File: src/dac_front_pkg.sv
// constants shared by the dac input register and segment decoder
package dac_front_pkg;
    localparam int WORD_W = 12;
    localparam int MSB_W = 4;
    localparam int THERMO_W = 15;
    localparam int SW_W = 23;
    // switch vector layout
    localparam int THERMO_LSB = 8;
    localparam int TOP_BIN_LSB = 6;
    localparam int TOP_BIN_W = 2;
    localparam int MID_BIN_LSB = 3;
    localparam int MID_BIN_W = 3;
    localparam int LOW_BIN_LSB = 0;
    localparam int LOW_BIN_W = 3;
    // pin vector layout: {select, clock true, clock complement, word}
    localparam int PIN_W = WORD_W + 3;
    localparam int PIN_SEL = WORD_W + 2;
    localparam int PIN_CLK_T = WORD_W + 1;
    localparam int PIN_CLK_C = WORD_W;
    // reset values
    localparam logic [PIN_W-1:0] PIN_RST = 15'h0000;
    localparam logic [SW_W-1:0] SW_RST = 23'h000000;
endpackage

File: src/dac_input_register_segment_decoder.sv
// master/slave input register and segment decoder of a 12-bit segmented dac
// What this block does
// - clocked mode, clock low: master follows input word, slave holds its contents
// - rising clock edge freezes master and copies it into slave in same edge
// - select high: both stages pass input straight to switch controls, clock ignored
// - four top bits decode to 15 thermometer enables, count equals their value
// - bits 11..6 drive 15 thermometer switches plus bits 7 and 6 binary
// - bits 5..3 each drive one binary switch on the ladder middle node
// - bits 2..0 each drive one binary switch on the ladder input node
// - all 23 switch controls retimed by their own stage, changing together
// - straight binary coding: all zeros gives all switches off, all ones all on
module dac_input_register_segment_decoder (
    input wire logic clk,
    input wire logic rst,
    input wire logic [11:0] sample_word_bits,
    input wire logic sample_clk_true,
    input wire logic sample_clk_comp,
    input wire logic transparent_sel,
    output logic [14:0] thermo_sw,
    output logic [1:0] top_bin_sw,
    output logic [2:0] mid_bin_sw,
    output logic [2:0] low_bin_sw
);

    ////////////////////////////////////////////////////////////////////////////
    // decode

    // word to 23 switch controls; msb decode happens before the master stage
    // so its delay never shows at the switches
    function automatic logic [dac_front_pkg::SW_W-1:0] encode_switches(
        input logic [dac_front_pkg::WORD_W-1:0] word
    );
        logic [dac_front_pkg::SW_W-1:0] sw;
        logic [dac_front_pkg::MSB_W-1:0] msbs;
        sw = '0;
        msbs = word[dac_front_pkg::WORD_W-1 -: dac_front_pkg::MSB_W];
        for (int i = 0; i < dac_front_pkg::THERMO_W; i++) begin
            sw[dac_front_pkg::THERMO_LSB + i] = (i < int'(msbs));
        end
        // straight binary, no inversion
        sw[dac_front_pkg::TOP_BIN_LSB +: dac_front_pkg::TOP_BIN_W] =
            word[dac_front_pkg::TOP_BIN_LSB +: dac_front_pkg::TOP_BIN_W];
        sw[dac_front_pkg::MID_BIN_LSB +: dac_front_pkg::MID_BIN_W] =
            word[dac_front_pkg::MID_BIN_LSB +: dac_front_pkg::MID_BIN_W];
        sw[dac_front_pkg::LOW_BIN_LSB +: dac_front_pkg::LOW_BIN_W] =
            word[dac_front_pkg::LOW_BIN_LSB +: dac_front_pkg::LOW_BIN_W];
        return sw;
    endfunction

    ////////////////////////////////////////////////////////////////////////////
    // pin synchronisers

    logic [dac_front_pkg::PIN_W-1:0] pins;
    logic [dac_front_pkg::PIN_W-1:0] s1_r, s2_r, s3_r, filt_r;
    logic [dac_front_pkg::PIN_W-1:0] s1_nxt, s2_nxt, s3_nxt, filt_nxt;
    logic lvl_r, lvl_nxt;

    // stage one may be metastable, so only stage two ever reads it
    assign pins = {transparent_sel, sample_clk_true, sample_clk_comp, sample_word_bits};

    logic [dac_front_pkg::WORD_W-1:0] word_f;
    logic sel_f, lvl_now, rise;

    assign word_f = filt_r[dac_front_pkg::WORD_W-1:0];
    assign sel_f = filt_r[dac_front_pkg::PIN_SEL];
    // differential clock: high while true side is above complement
    assign lvl_now = filt_r[dac_front_pkg::PIN_CLK_T] & ~filt_r[dac_front_pkg::PIN_CLK_C];
    assign rise = lvl_now & ~lvl_r;

    always_comb begin
        s1_nxt = pins;
        s2_nxt = s1_r;
        s3_nxt = s2_r;
        // a bit moves only once stages two and three agree
        filt_nxt = (s2_r & s3_r) | (filt_r & (s2_r ^ s3_r));
        lvl_nxt = lvl_now;
        if (rst) begin
            s1_nxt = dac_front_pkg::PIN_RST;
            s2_nxt = dac_front_pkg::PIN_RST;
            s3_nxt = dac_front_pkg::PIN_RST;
            filt_nxt = dac_front_pkg::PIN_RST;
            lvl_nxt = 1'b0;
        end
    end

    always_ff @(posedge clk) begin
        s1_r <= s1_nxt;
        s2_r <= s2_nxt;
        s3_r <= s3_nxt;
        filt_r <= filt_nxt;
        lvl_r <= lvl_nxt;
    end

    ////////////////////////////////////////////////////////////////////////////
    // master/slave register, one stage per switch line

    logic [dac_front_pkg::SW_W-1:0] master_r, master_nxt, slave_r, slave_nxt;
    logic [dac_front_pkg::SW_W-1:0] enc_now;

    assign enc_now = encode_switches(word_f);

    always_comb begin
        master_nxt = master_r;
        slave_nxt = slave_r;
        // a word settling in the cycle of the rise is dropped, never half taken
        if (sel_f || !lvl_now) begin
            master_nxt = enc_now;
        end
        // transparent mode still pays the synchroniser delay; outputs stay flops
        if (sel_f) begin
            slave_nxt = enc_now;
        end else if (rise) begin
            slave_nxt = master_r;
        end
        // only a model-level clear; the register itself has none
        if (rst) begin
            master_nxt = dac_front_pkg::SW_RST;
            slave_nxt = dac_front_pkg::SW_RST;
        end
    end

    always_ff @(posedge clk) begin
        master_r <= master_nxt;
        slave_r <= slave_nxt;
    end

    assign thermo_sw = slave_r[dac_front_pkg::THERMO_LSB +: dac_front_pkg::THERMO_W];
    assign top_bin_sw = slave_r[dac_front_pkg::TOP_BIN_LSB +: dac_front_pkg::TOP_BIN_W];
    assign mid_bin_sw = slave_r[dac_front_pkg::MID_BIN_LSB +: dac_front_pkg::MID_BIN_W];
    assign low_bin_sw = slave_r[dac_front_pkg::LOW_BIN_LSB +: dac_front_pkg::LOW_BIN_W];
endmodule // dac_input_register_segment_decoder

File: config.mk
export PLATFORM = sky130hd
export DESIGN_NAME = dac_input_register_segment_decoder
export DESIGN_NICKNAME = d
export VERILOG_FILES = /design/src/dac_front_pkg.sv /design/src/dac_input_register_segment_decoder.sv
export SDC_FILE = /design/constraint.sdc
export NUM_CORES = 1
export LEC_CHECK = 0
export ABC_AREA = 1
export ABC_CLOCK_PERIOD_IN_PS = 1200
export BUFFER_PORTS_ARGS = -buffer_cell sky130_fd_sc_hd__buf_2
export CAP_MARGIN = 25
export CORE_ASPECT_RATIO = 0.8
export CORE_MARGIN = 4
export CORE_UTILIZATION = 45
export DETAILED_ROUTE_END_ITERATION = 8
export HOLD_SLACK_MARGIN = 0.02
export PLACE_DENSITY = 0.63
export REMOVE_ABC_BUFFERS = 1
export SYNTH_ARGS = -nofsm -noshare
export SYNTH_HDL_FRONTEND = slang
export SYNTH_SLANG_ARGS = --single-unit
export TNS_END_PERCENT = 20
File: constraint.sdc
create_clock -name clk -period 1.2 [get_ports clk]
set_input_delay 0.24 -clock clk [delete_from_list [all_inputs] [get_ports clk]]
set_output_delay 0.24 -clock clk [all_outputs]
set_load 0.1 [all_outputs]
==> flow_metrics.py <==
metrics = {
    "layout": {
        "nets": 600,
        "drive_gt1_frac": 0.175,
        "postLayoutCellArea_um2": 5070,
        "instances_no_fill": 685,
        "n_antenna_cell": 0,
        "final_common_cell": "nor2_1",
        "final_cell_mix": "nor2_1 (100), nand2_1 (95), dfxtp_1 (95), inv_1 (75), a21oi_1 (33)",
        "syn_to_final_growth_pct": 25.4,
        "fillerInstances": 766,
    },
    "route": {
        "drtAntennaViolNets": 0,
        "via_per_inst": 4.66,
        "routedWlPerCell_um": 11.5,
        "first_pass_iters": 4,
        "wirelength_mm": 7.91,
        "drt-initial-drc-count": 136,
        "drcViolationCount": 0,
        "route.vias.total": 3195,
    },
    "clocking": {
        "clockBufferDepth": 2,
        "cts_max_level": 3,
        "cts_buffers": 9,
        "cts_resized": 6,
        "insertion_delay_ns": 0.35,
        "cts.sinks": 107,
        "postCtsSetupRepairBufs": 0,
        "root_buffer": "clkbuf_16",
        "cts_tree": "yes",
        "cts_hold_buf": 0,
        "path_clk_slew_ns": 0.07,
    },
    "synthesis": {
        "synth-seq-cells": 107,
        "synth_area_um2": 4050,
        "synthCells": 521,
        "synth_warnings": 0,
        "synth.avg_cell_area_um2": 7.77,
        "synth.distinct_cells": 22,
        "postSynth.asyncResetShare": 0,
        "synth-edff-count": 0,
        "ys.flop_type": "dfxtp_1",
        "synth_sequential_area_ratio": 0.529,
    },
    "sta": {
        "final-hold-violation-count": 0,
        "rsz0062_at_grt": "no",
        "min_period_ns": 1.16,
        "final_max_slew_viol_count": 0,
        "min_period_over_period": 0.969,
        "setup_viol": 0,
        "maxSlewHeadroom": 0.731,
        "finClkSkew_ns": 0.00892,
        "max_freq_mhz": 860,
        "whs_ns": 0.0887,
        "worst_pin_slew_ns": 0.403,
    },
    "global_routing": {
        "grt_pass1_vias": 3040,
        "globalRouteMet2Util": 0.258,
        "busiest_layer": "met2",
        "grtUsageMet1": 0.209,
        "grt_first_pass_wirelength_mm": 13.7,
        "grt_max_degree": 43,
        "grt_usage": 0.162,
        "overflow": 0,
        "grt_util_met3": 0.0529,
        "antenna_found_initial": 0,
    },
    "critical_path": {
        "required_ns": 0.96,
        "path_max_fanout": 2,
        "cp_num_buf_inv": 1,
        "slowest_delay_ns": 0.39,
        "end_kind": "output pin",
        "critPathKind": "flop to output pin",
        "cp.arrival_ns": 0.92,
        "cpMaxStageDelayCell": "dfxtp_1",
        "crit_family": "flip-flops",
        "cp_cell_sequence": "buf_12",
        "rrSetupSlack_ns": 0.08,
        "startpoint_type": "flop",
    },
    "floorplanning": {
        "start_util": 0.469,
        "dieArea_um2": 10600,
        "pin_count": 40,
        "core_um2": 8630,
        "placementRows": 30,
        "die_h_um": 92.8,
        "die_w_um": 114,
    },
    "job": {
        "drv_cap": 0,
    },
    "status": {
        "status": "finished clean",
    },
    "power_and_ir_drop": {
        "p_per_area_nw_per_um2": 1300,
        "finalPower_mw": 6.62,
        "p_leak_nw": 2.41,
        "peakVddDrop_v": 0.000693,
    },
    "place": {
        "dpl_cell_area_um2": 4750,
        "port_buffers": 39,
        "place.gp.congestion": 0.877,
        "hpwlAfterDp_mm": 5.51,
        "post-place-cells": 669,
    },
    "hold_path": {
        "hp-class": "input port to flop",
    },
}
-- path summary, 6_finish.rpt --
path,start,endpoint,cells past startpoint
max reg2reg,filt_r[12]$_SDFF_PP0_,master_r[14]$_SDFFE_PP0P_,5
min,sample_word_bits[0],s1_r[0]$_SDFF_PP0_,3
max,slave_r[20]$_SDFFE_PP0P_,thermo_sw[12],1
min reg2reg,s1_r[13]$_SDFF_PP0_,s2_r[13]$_SDFF_PP0_,2
-- routing by layer --
metal	wire, um	vias up
met1	3830	1428
met3	425	5
met5	0	-
met2	3600	76
met4	50	0
li1	-	1686
-- flip-flops by register name, summed over array words and instances (netlist names) --
| register | count |
|---|---|
| s3_r | 15 |
| s2_r | 15 |
| s1_r | 15 |
| master_r | 23 |
| slave_r | 23 |
| filt_r | 15 |
| lvl_r | 1 |
-- synth_stat cells (3+ instances only) --
master	n	share of area
dfxtp_1	107	0.53
nor2_1	102	0.095
nand2_1	95	0.088
inv_1	77	0.071
a21oi_1	34	0.042
nand3_1	32	0.040
o21ai_0	25	0.031
ha_1	15	0.046
buf_2	9	0.011
buf_4	6	0.011
buf_6	3	0.0083
clkbuf_1	3	0.0028
-- power by group --
group / leakage [nW] / switching [mW] / internal, mW
sequential: 0.876 / 0.0280 / 3.61
clock: 0.135 / 1.31 / 1.43
combinational: 1.40 / 0.146 / 0.0888
-- area by class of cell --
class | count | area, um^2 | area share
sequential | 107 | 2160 | 0.426
timing repair buffer | 59 | 707 | 0.139
inverter | 80 | 305 | 0.0602
clock inverter | 6 | 50.0 | 0.00986
clock buffer | 10 | 229 | 0.0451
multi-input combinational | 311 | 1480 | 0.292
tap | 112 | 140 | 0.0276
-- cell families (layout without fill, tap and decap cells) --
family | after synthesis | after routing | share of synthesized area
adders and majority gates | 15 | 15 | 0.0464
DFF | 107 | 107 | 0.529
and+or+nand+nor | 236 | 236 | 0.239
AOI/OAI and AO/OA | 60 | 60 | 0.0748
buffers and inverters | 103 | 155 | 0.110
-- metrics by stage --
stage | TNS (ns) | util | setup WS (ns)
6_report | 0 | 0.588 | 0.0367
5_1_grt | 0 | 0.588 | 0.000222
4_1_cts | 0 | 0.584 | 0.0121
3_5_place_dp | 0 | 0.550 | 0.0171
3_3_place_gp | 0 | 0.550 | 0.0544
2_1_floorplan | -18.52 | - | -0.477
(Power assumes the default switching activity.)
